`src/include/twi_master_map.vh`:
```
// Register map, field positions and timing constants for the two-wire master
`ifndef TWI_MASTER_MAP_VH
`define TWI_MASTER_MAP_VH
// Register byte addresses
`define MODE_CONTROL_REG_ADDR  4'h0
`define SHIFT_DATA_REG_ADDR    4'h1
`define BUS_STATE_REG_ADDR     4'h2
`define CLK_LOW_PERIOD_ADDR    4'h3
`define CLK_HIGH_PERIOD_ADDR   4'h4
`define SDA_HOLD_DELAY_ADDR    4'h5
`define OWN_ADDRESS_REG_ADDR   4'h6
// Mode control fields
`define MODE_ENABLE_BIT        0
`define MODE_START_BIT         1
`define MODE_STOP_BIT          2
`define MODE_ACK_ENABLE_BIT    3
`define MODE_IRQ_FLAG_BIT      7
// Bus state fields
`define STAT_ACK_RX_BIT        0
`define STAT_ADDR_DONE_BIT     1
`define STAT_BYTE_DONE_BIT     2
`define STAT_STOP_BIT          3
`define STAT_ARB_LOST_BIT      4
`define STAT_SLAVE_SEL_BIT     5
`define STAT_BUSY_BIT          6
`define STAT_MASTER_BIT        7
// Reset values
`define CLK_LOW_RESET          8'h0020
`define CLK_HIGH_RESET         8'h0020
`define SDA_HOLD_RESET         8'h0010
`endif

```
`src/hdl/twi_master.v`:
```
// Two-wire bus master transmitter controller with Avalon-MM register slave
//
// Chosen here: register access over Avalon-MM and the register offsets.
`timescale 1ns/1ps
`default_nettype none
`include "twi_master_map.vh"
module twi_master #(
  parameter integer PERIOD_W = 8
) (
  input  wire        i_clk,
  input  wire        i_rstn,
  input  wire        i_ce,
  input  wire [3:0]  i_address,
  input  wire        i_read,
  input  wire        i_write,
  input  wire [31:0] i_writedata,
  output reg  [31:0] o_readdata,
  output wire        o_waitrequest,
  input  wire        i_scl,
  output wire        o_scl,
  output wire        o_scl_oen,
  input  wire        i_sda,
  output wire        o_sda,
  output wire        o_sda_oen
);
  // States, one-hot
  localparam [6:0] ST_IDLE  = 7'h01;
  localparam [6:0] ST_START = 7'h02;
  localparam [6:0] ST_LOW   = 7'h04;
  localparam [6:0] ST_HIGH  = 7'h08;
  localparam [6:0] ST_HOLD  = 7'h10;
  localparam [6:0] ST_STOP  = 7'h20;
  localparam [6:0] ST_RSTRT = 7'h40;

  // Engine and register state; all of it freezes while the
  // clock enable is low, so a paused bus keeps its lines as they
  // were and resumes without losing a bit
  reg [6:0] state_q;
  reg       enable_q, start_q, stop_q, ack_enable_q, irq_pending_flag_q;
  reg [7:0] shift_data_reg_q;
  reg [7:0] bus_state_reg_q;
  reg [PERIOD_W-1:0] clk_low_period_reg_q, clk_high_period_reg_q;
  reg [PERIOD_W-1:0] sda_hold_delay_reg_q;
  reg [6:0] own_address_reg_q;
  reg [PERIOD_W-1:0] cnt_q;
  reg [3:0] bit_q;
  reg       addr_phase_q, scl_drive_low_q, sda_drive_low_q;
  reg       arb_lost_flag_q, busy_q, ack_q, rx_match_q, sda_set_q;
  reg [7:0] rx_shift_q;
  reg [1:0] scl_sync_q, sda_sync_q;
  reg       scl_prev_q, sda_prev_q, rd_ack_q;

  // The lines come straight from pins and may move at any time;
  // the extra delay of two samples is small against a bit period
  // Synchronised bus lines; first stage read only by second
  wire scl_in = scl_sync_q[1];
  wire sda_in = sda_sync_q[1];
  always @(posedge i_clk or negedge i_rstn) begin
    if (!i_rstn) begin
      scl_sync_q <= 2'b11;
      sda_sync_q <= 2'b11;
      scl_prev_q <= 1'b1;
      sda_prev_q <= 1'b1;
    end else if (i_ce) begin
      scl_sync_q <= {scl_sync_q[0], i_scl};
      sda_sync_q <= {sda_sync_q[0], i_sda};
      scl_prev_q <= scl_in;
      sda_prev_q <= sda_in;
    end
  end

  // Both edges are judged on synchronised samples; a glitch caught by
  // a single sample is not filtered and reads as a start or a stop
  // Bus condition detection
  wire start_seen = scl_in && scl_prev_q && sda_prev_q && !sda_in;
  wire stop_seen  = scl_in && scl_prev_q && !sda_prev_q && sda_in;
  wire scl_fall   = scl_prev_q && !scl_in;

  // Open-drain outputs: enable low means pull low
  assign o_scl     = 1'b0;
  assign o_sda     = 1'b0;
  assign o_scl_oen = ~(scl_drive_low_q | irq_pending_flag_q);
  assign o_sda_oen = ~sda_drive_low_q;

  // Read answers after one wait cycle; writes complete at once
  // The extra cycle lets read data come from a flip-flop
  assign o_waitrequest = i_read && !rd_ack_q;

  wire       wr       = i_ce && i_write;
  wire [7:0] wdat     = i_writedata[7:0];
  wire       stat_wr  = wr && (i_address == `BUS_STATE_REG_ADDR);
  wire       mode_wr  = wr && (i_address == `MODE_CONTROL_REG_ADDR);
  // Block logic runs only when enabled; clock gate model
  wire       run      = i_ce && enable_q;
  wire       tx_bit   = shift_data_reg_q[7];

  // Only the acknowledge slot and a bus stop raise events here;
  // sending a start raises nothing, and a loss is raised below
  // Event raising: status code and pending flag
  reg        raise;
  reg  [7:0] raise_code;
  always @* begin
    raise      = 1'b0;
    raise_code = 8'h00;
    if (run && state_q == ST_HIGH && bit_q == 4'd8 &&
        cnt_q == 0 && scl_in) begin
      raise = 1'b1;
      raise_code[`STAT_ACK_RX_BIT] = !sda_in;
      if (addr_phase_q)
        raise_code[`STAT_ADDR_DONE_BIT] = 1'b1;
      else
        raise_code[`STAT_BYTE_DONE_BIT] = 1'b1;
    end
    if (run && state_q == ST_IDLE && stop_seen && busy_q) begin
      raise = 1'b1;
      raise_code[`STAT_STOP_BIT] = 1'b1;
    end
  end

  // Checked for address and data bits alike, never for the
  // acknowledge slot, where the slave owns the data line
  // Arbitration loss: drove high, sampled low in clock high
  wire arb_lose = run && state_q == ST_HIGH && bit_q < 4'd8 &&
                  scl_in && tx_bit && !sda_in;

  // A status write in the same cycle as a new event is lost on
  // purpose: software sees the event and must write again
  // Register writes and status flags; event set wins over clear
  always @(posedge i_clk or negedge i_rstn) begin
    if (!i_rstn) begin
      enable_q              <= 1'b0;
      start_q               <= 1'b0;
      stop_q                <= 1'b0;
      ack_enable_q          <= 1'b0;
      own_address_reg_q     <= 7'h00;
      clk_low_period_reg_q  <= `CLK_LOW_RESET;
      clk_high_period_reg_q <= `CLK_HIGH_RESET;
      sda_hold_delay_reg_q  <= `SDA_HOLD_RESET;
      irq_pending_flag_q    <= 1'b0;
      bus_state_reg_q       <= 8'h00;
      rd_ack_q              <= 1'b0;
    end else if (i_ce) begin
      rd_ack_q <= i_read && !rd_ack_q;
      if (mode_wr) begin
        enable_q     <= wdat[`MODE_ENABLE_BIT];
        start_q      <= wdat[`MODE_START_BIT];
        stop_q       <= wdat[`MODE_STOP_BIT];
        ack_enable_q <= wdat[`MODE_ACK_ENABLE_BIT];
      end else begin
        if (run && state_q == ST_START) start_q <= 1'b0;
        if (run && state_q == ST_STOP)  stop_q  <= 1'b0;
      end
      if (wr && i_address == `CLK_LOW_PERIOD_ADDR)
        clk_low_period_reg_q <= wdat[PERIOD_W-1:0];
      if (wr && i_address == `CLK_HIGH_PERIOD_ADDR)
        clk_high_period_reg_q <= wdat[PERIOD_W-1:0];
      if (wr && i_address == `SDA_HOLD_DELAY_ADDR)
        sda_hold_delay_reg_q <= wdat[PERIOD_W-1:0];
      if (wr && i_address == `OWN_ADDRESS_REG_ADDR)
        own_address_reg_q <= wdat[7:1];
      // Any status write clears; a new event wins
      if (raise) begin
        irq_pending_flag_q <= 1'b1;
        bus_state_reg_q    <= raise_code;
      end else if (arb_lose) begin
        irq_pending_flag_q <= 1'b1;
        bus_state_reg_q    <= 8'h00;
        bus_state_reg_q[`STAT_ARB_LOST_BIT] <= 1'b1;
      end else if (stat_wr) begin
        irq_pending_flag_q <= 1'b0;
        bus_state_reg_q    <= 8'h00;
      end
    end
  end

  // The register shifts in the line level as bits go out, so a
  // read after a transfer shows what the bus really carried
  // Data register: address/direction byte, then data bytes
  always @(posedge i_clk or negedge i_rstn) begin
    if (!i_rstn)
      shift_data_reg_q <= 8'h00;
    else if (i_ce) begin
      if (wr && i_address == `SHIFT_DATA_REG_ADDR)
        shift_data_reg_q <= wdat;
      else if (run && state_q == ST_HIGH && bit_q < 4'd8 &&
               cnt_q == 0 && scl_in)
        shift_data_reg_q <= {shift_data_reg_q[6:0], sda_in};
    end
  end

  // Busy follows the bus, not this engine, so a start from
  // another master also blocks our own start
  // Bus busy tracking and slave address capture
  always @(posedge i_clk or negedge i_rstn) begin
    if (!i_rstn) begin
      busy_q     <= 1'b0;
      rx_shift_q <= 8'h00;
      rx_match_q <= 1'b0;
    end else if (i_ce) begin
      if (start_seen)
        busy_q <= 1'b1;
      else if (stop_seen)
        busy_q <= 1'b0;
      if (scl_in && !scl_prev_q)
        rx_shift_q <= {rx_shift_q[6:0], sda_in};
      // Addressed-slave eligibility after loss
      rx_match_q <= ack_enable_q && (rx_shift_q[7:1] == own_address_reg_q);
    end
  end

  // Every counted phase uses one down counter; a clock held low by
  // a slave stops the count of a bit's high phase until let go, a fall in clock high restarts the low
  // Bit engine: start, eight bits plus acknowledge, stop
  always @(posedge i_clk or negedge i_rstn) begin
    if (!i_rstn) begin
      state_q         <= ST_IDLE;
      cnt_q           <= {PERIOD_W{1'b0}};
      bit_q           <= 4'd0;
      addr_phase_q    <= 1'b0;
      scl_drive_low_q <= 1'b0;
      sda_drive_low_q <= 1'b0;
      arb_lost_flag_q <= 1'b0;
      ack_q           <= 1'b0;
      sda_set_q       <= 1'b0;
    end else if (run) begin
      case (state_q)
        ST_IDLE: begin
          scl_drive_low_q <= 1'b0;
          sda_drive_low_q <= 1'b0;
          if (start_q && !busy_q && !irq_pending_flag_q) begin
            state_q         <= ST_START;
            cnt_q           <= clk_high_period_reg_q;
            arb_lost_flag_q <= 1'b0;
          end
        end
        ST_START: begin
          // Data falls while clock high: start, no interrupt
          sda_drive_low_q <= 1'b1;
          if (cnt_q != 0)
            cnt_q <= cnt_q - 1'b1;
          else begin
            scl_drive_low_q <= 1'b1;
            state_q         <= ST_LOW;
            cnt_q           <= clk_low_period_reg_q;
            bit_q           <= 4'd0;
            addr_phase_q    <= 1'b1;
            sda_set_q       <= 1'b0;
          end
        end
        ST_LOW: begin
          // Data updated after hold, only while clock low
          if (!sda_set_q && cnt_q <=
              clk_low_period_reg_q - sda_hold_delay_reg_q) begin
            sda_set_q <= 1'b1;
            if (bit_q == 4'd8)
              sda_drive_low_q <= 1'b0;
            else
              sda_drive_low_q <= !tx_bit;
          end
          if (cnt_q != 0)
            cnt_q <= cnt_q - 1'b1;
          else begin
            scl_drive_low_q <= 1'b0;
            state_q         <= ST_HIGH;
            cnt_q           <= clk_high_period_reg_q;
          end
        end
        ST_HIGH: begin
          if (arb_lose) begin
            // Lost: release data, go idle; the pending flag then holds the clock low
            arb_lost_flag_q <= 1'b1;
            sda_drive_low_q <= 1'b0;
            state_q         <= ST_IDLE;
          end else if (!scl_in) begin
            // Wait while released clock is held low
            if (scl_fall) begin
              // Another master pulled low: restart own low
              scl_drive_low_q <= 1'b1;
              state_q         <= ST_LOW;
              cnt_q           <= clk_low_period_reg_q;
              sda_set_q       <= 1'b0;
            end
          end else if (cnt_q != 0)
            cnt_q <= cnt_q - 1'b1;
          else begin
            scl_drive_low_q <= 1'b1;
            sda_set_q       <= 1'b0;
            cnt_q           <= clk_low_period_reg_q;
            if (bit_q == 4'd8) begin
              ack_q   <= !sda_in;
              state_q <= ST_HOLD;
            end else begin
              bit_q   <= bit_q + 1'b1;
              state_q <= ST_LOW;
            end
          end
        end
        ST_HOLD: begin
          // Clock held by pending flag; then software choice
          // Data line stays released here until a stop is chosen
          scl_drive_low_q <= 1'b1;
          if (!irq_pending_flag_q) begin
            addr_phase_q <= 1'b0;
            bit_q        <= 4'd0;
            cnt_q        <= clk_low_period_reg_q;
            if (stop_q) begin
              state_q         <= ST_STOP;
              sda_drive_low_q <= 1'b1;
            end else if (start_q) begin
              state_q         <= ST_RSTRT;
              sda_drive_low_q <= 1'b0;
            end else begin
              state_q <= ST_LOW;
            end
          end
        end
        ST_STOP: begin
          // Release clock, then raise data: stop condition
          if (cnt_q != 0)
            cnt_q <= cnt_q - 1'b1;
          else if (scl_drive_low_q) begin
            scl_drive_low_q <= 1'b0;
            cnt_q           <= clk_high_period_reg_q;
          end else if (scl_in) begin
            sda_drive_low_q <= 1'b0;
            state_q         <= ST_IDLE;
          end
        end
        ST_RSTRT: begin
          // Data high, clock released, then a fresh start
          if (cnt_q != 0)
            cnt_q <= cnt_q - 1'b1;
          else if (scl_drive_low_q) begin
            scl_drive_low_q <= 1'b0;
            cnt_q           <= clk_high_period_reg_q;
          end else if (scl_in) begin
            state_q <= ST_START;
            cnt_q   <= clk_high_period_reg_q;
          end
        end
        default: state_q <= ST_IDLE;
      endcase
    end
  end

  // Loaded only on a read, so the value stands until the next
  // read even if the registers behind it move
  // Register read mux; unmapped reads zero
  always @(posedge i_clk or negedge i_rstn) begin
    if (!i_rstn)
      o_readdata <= 32'h0000_0000;
    else if (i_ce && i_read) begin
      o_readdata <= 32'h0000_0000;
      case (i_address)
        `MODE_CONTROL_REG_ADDR:
          o_readdata[7:0] <= {irq_pending_flag_q, 3'b000, ack_enable_q,
                              stop_q, start_q, enable_q};
        `SHIFT_DATA_REG_ADDR:  o_readdata[7:0] <= shift_data_reg_q;
        `BUS_STATE_REG_ADDR:
          o_readdata[7:0] <= {state_q != ST_IDLE, busy_q,
                              arb_lost_flag_q && rx_match_q,
                              bus_state_reg_q[4:0] |
                              {arb_lost_flag_q, 4'b0000}};
        `CLK_LOW_PERIOD_ADDR:  o_readdata[PERIOD_W-1:0] <= clk_low_period_reg_q;
        `CLK_HIGH_PERIOD_ADDR: o_readdata[PERIOD_W-1:0] <= clk_high_period_reg_q;
        `SDA_HOLD_DELAY_ADDR:  o_readdata[PERIOD_W-1:0] <= sda_hold_delay_reg_q;
        `OWN_ADDRESS_REG_ADDR: o_readdata[7:0] <= {own_address_reg_q, 1'b0};
        default:               o_readdata <= 32'h0000_0000;
      endcase
    end
  end
endmodule // twi_master
`default_nettype wire

```
`config.mk`:
```
export PLATFORM = sky130hd
export DESIGN_NAME = twi_master
export DESIGN_NICKNAME = d
export VERILOG_FILES = /design/src/hdl/twi_master.v
export VERILOG_INCLUDE_DIRS = /design/src /design/src/include
export SDC_FILE = /design/constraint.sdc
export NUM_CORES = 1
export LEC_CHECK = 0
export BUFFER_PORTS_ARGS = -buffer_cell sky130_fd_sc_hd__buf_2
export CELL_PAD_IN_SITES_DETAIL_PLACEMENT = 1
export CELL_PAD_IN_SITES_GLOBAL_PLACEMENT = 2
export CORE_ASPECT_RATIO = 1.25
export CORE_UTILIZATION = 40
export CTS_CLUSTER_DIAMETER = 80
export CTS_CLUSTER_SIZE = 24
export DETAILED_ROUTE_END_ITERATION = 6
export PLACE_DENSITY = 0.95
export SLEW_MARGIN = 20
export SYNTH_ARGS = -nofsm -noshare
export SYNTH_HDL_FRONTEND = slang
export SYNTH_SLANG_ARGS = --single-unit
```
`constraint.sdc`:
```
create_clock -name i_clk -period 6.7 [get_ports i_clk]
set_input_delay 0.335 -clock i_clk [delete_from_list [all_inputs] [get_ports i_clk]]
set_output_delay 0.335 -clock i_clk [all_outputs]
set_load 0.01 [all_outputs]
```
==> flow_summary.json <==
{
  "outcome": "finished, violations left",
  "violations": "design-rule violations",
  "tightestPinTransition_ns": 1.09,
  "drc": 1,
  "r2r-end": "sda_drive_low_q$_DFFE_PN0P_",
  "cp.arrival_ns": 3.46,
  "yosys_warnings": 0,
  "yosys.cell_types.count": 74,
  "core.rowCount": 49,
  "htree_levels": 3,
  "maxCapViolCount": 0,
  "hold_class": "in -> reg",
  "clockBufferDepth": 2,
  "ff2ff_path_depth": 14,
  "p_int_uw": 1360,
  "syn_avg_cell_area_um2": 9.98,
  "min_period_ns": 3.22,
  "vdd_drop_max_uv": 206,
  "clockPowerShare_pct": 21.9,
  "post_drt_wl_per_cell_um": 21.4,
  "crit_type": "reg -> reg",
  "syn_area_mm2": 0.00604,
  "root_buffer": "clkbuf_16",
  "start_kind": "flop",
  "dpl.hpwl_mm": 13.0,
  "vias": 4782,
  "drtIter0Drc": 240,
  "max_freq_mhz": 310,
  "crit_fanout": 3,
  "final_antenna_net_count": 0,
  "cts_tree": "built",
  "fp.dieH_um": 139,
  "track_usage_pct": 23.7,
  "p_per_area_mw_per_mm2": 346,
  "switchingPower_uw": 893,
  "relSlewSlack_pct": 26.7,
  "drt_pass1_iterations": 6,
  "io_buffers": 29,
  "fin_util_pct": 44.6,
  "cp_data_required_time_ns": 6.94,
  "synth_edf_count": 0,
  "core_mm2": 0.0146,
  "nets": 688,
  "antennaDiodeCount": 0,
  "place.gp.congestion": 0.893,
  "tns_ns": 0,
  "antenna_found_initial": 0,
  "fillers": 1675,
  "syn_inst": 605,
  "final_layout_size_suffix_gt1_share_pct": 19.4,
  "worstReg2RegStart": "sda_hold_delay_reg_q[1]$_DFFE_PN0P_",
  "grt_pass1_vias": 5224,
  "yosys_register_bits": 98,
  "cts_num_sinks": 98,
  "p_seq_share_pct": 40.4,
  "initial_utilization_pct": 41.4,
  "period_share_pct": 48.1,
  "rrSetupSlack_ns": 3.48,
  "drv_slew": 0,
  "die_w_um": 112,
  "power_frac_comb_pct": 37.7,
  "leakagePower_uw": 0.00281,
  "numCtsBuffers": 9,
  "cts_resized": 0,
  "setup_violations": 0,
  "grt_start_max_net_pins": 79,
  "critical_path.endpoint": "sda_drive_low_q$_DFFE_PN0P_",
  "wl_mm": 17.3,
  "grt_pass1_wl_mm": 28.6,
  "skew_ns": 0.00843,
  "die_area_mm2": 0.0156,
  "rsz0062_at_grt": "no",
  "syn_to_final_growth_pct": 7.67,
  "end_kind": "flop",
  "hold_viol": 0,
  "io_pins": 80,
  "swShare_pct": 39.7,
  "crit_start": "sda_hold_delay_reg_q[1]$_DFFE_PN0P_",
  "ys.flop_type": "dfrtp_1",
  "synth_seq_area_share_pct": 40.8,
  "postSynth.asyncResetShare_pct": 100,
  "clk_pin_slew_worst_paths_ns": 0.07,
  "overflow": 0,
  "viasPerCell": 5.92,
  "clk_latency_ns": 0.36
}
==> power groups by stage <==
| stage | Combinational (µW) | Clock [µW] | Sequential (µW) |
|---|---|---|---|
| 4_1_cts | 852 | 502 | 907 |
| 6_report | 848 | 493 | 909 |
| 2_1_floorplan | 669 | 0 | 830 |
| 3_5_place_dp | 841 | 0 | 915 |
| 3_3_place_gp | 801 | 0 | 905 |
| 5_1_grt | 945 | 523 | 925 |
==> layout by cell type (no fill, tap or decap), types with 12 or more instances in the layout <==
cell type / n
a21oi_1: 28
a22o_1: 15
buf_2: 28
conb_1: 26
dfrtp_1: 88
ha_1: 19
inv_1: 23
mux2_2: 42
mux2i_1: 17
nand2_1: 41
nand2b_1: 12
nand3_1: 13
nor2_1: 31
nor3_1: 14
o21ai_0: 39
xnor2_1: 12
==> worst max-delay path, stage by stage, from the launching register on <==
cell,delay [ns]
dfrtp_1,0.42
inv_1,0.09
ha_1,0.27
nor2b_1,0.12
o21ai_0,0.24
a21boi_0,0.12
o21ai_0,0.24
a21oi_1,0.12
xnor2_1,0.15
ha_1,0.32
nand4_1,0.13
a21oi_1,0.14
o22ai_1,0.16
o2111ai_1,0.23
mux2_2,0.35
==> routing by layer <==
metal  share of wire [%]  routed length [µm]  GRT usage, %
met1                  43                7410          28.8
met2                  52                9010          42.0
met4                 2.7                 474          10.2
met3                 2.3                 404          2.70
met5                   0                   0             0
==> synth_stat cells, types with 9 or more instances <==
cell / n / area (µm²)
dfrtp_1: 88 / 2200
mux2_2: 42 / 473
nand2_1: 41 / 154
o21ai_0: 39 / 195
nor2_1: 31 / 116
a21oi_1: 28 / 140
buf_4: 26 / 195
inv_1: 23 / 86.3
ha_1: 19 / 238
mux2i_1: 17 / 170
a22o_1: 15 / 131
nor3_1: 14 / 70.1
nand3_1: 13 / 65.1
nand2b_1: 12 / 75.1
xnor2_1: 12 / 105
clkbuf_1: 11 / 41.3
dfstp_2: 10 / 263
nand4_1: 10 / 62.6
nor2b_1: 10 / 62.6
o211ai_1: 9 / 67.6
==> how the worst min path moves through the flow <==
stage           start                        end  slack (ns)  cells past startpoint
2_1_floorplan  i_rstn   ack_enable_q$_DFFE_PN0P_        0.04                      0
3_5_place_dp   i_rstn       bit_q[0]$_DFFE_PN0P_        0.24                      1
3_3_place_gp   i_rstn       bit_q[0]$_DFFE_PN0P_        0.24                      1
4_1_cts         i_scl  scl_sync_q[0]$_DFFE_PN1P_        0.21                      2
6_report        i_scl  scl_sync_q[0]$_DFFE_PN1P_        0.21                      2
5_1_grt         i_scl  scl_sync_q[0]$_DFFE_PN1P_        0.22                      2
==> timing repair <==
action	4_1_cts	5_1_grt
hold endpoints to repair	14	0
setup buffers	0	0
hold buffers	1	0
==> final cells by class <==
type	count	area (µm²)	area share, %
Inverter	23	86.3	1.33
Tap cell	178	223	3.43
Clock buffer	12	246	3.79
Multi-Input combinational cell	460	3270	50.3
Timing Repair Buffer	33	184	2.83
Sequential cell	98	2460	37.9
Clock inverter	4	27.5	0.423
==> stage by stage <==
stage / instances / setup slack [ns] / instance area, µm² / hold slack, ns / power (µW)
after CTS: 808 / 3.48 / 6500 / 0.210 / 2260
final: 808 / 3.48 / 6500 / 0.212 / 2250
after floorplan: 630 / 3.90 / 6130 / 0.0394 / 1500
after global routing: 808 / 3.25 / 6500 / 0.222 / 2390
after global placement: 791 / 3.60 / 6210 / 0.239 / 1710
after detailed placement: 791 / 3.50 / 6210 / 0.245 / 1760
==> flip-flops by register name, indices dropped and copies added, names as in the netlist, 2 cells and up <==
register / flops
o_readdata: 8
scl_sync_q: 2
bit_q: 4
state_q: 7
clk_high_period_reg_q: 8
own_address_reg_q: 7
clk_low_period_reg_q: 8
bus_state_reg_q: 5
cnt_q: 8
sda_sync_q: 2
rx_shift_q: 8
sda_hold_delay_reg_q: 8
shift_data_reg_q: 8
==> kinds of logic after synthesis <==
group / after synthesis / synth area share (%)
and+or+nand+nor: 178 / 16.2
muxes: 65 / 12.0
xor gates and xnor gates: 19 / 2.76
other: 1 / 0.0621
DFF: 98 / 40.8
adders and majority gates: 20 / 4.27
AOI/OAI and AO/OA: 152 / 17.2
buffers and inverters: 72 / 6.69
Note: power is estimated with default switching activity, not from simulation.
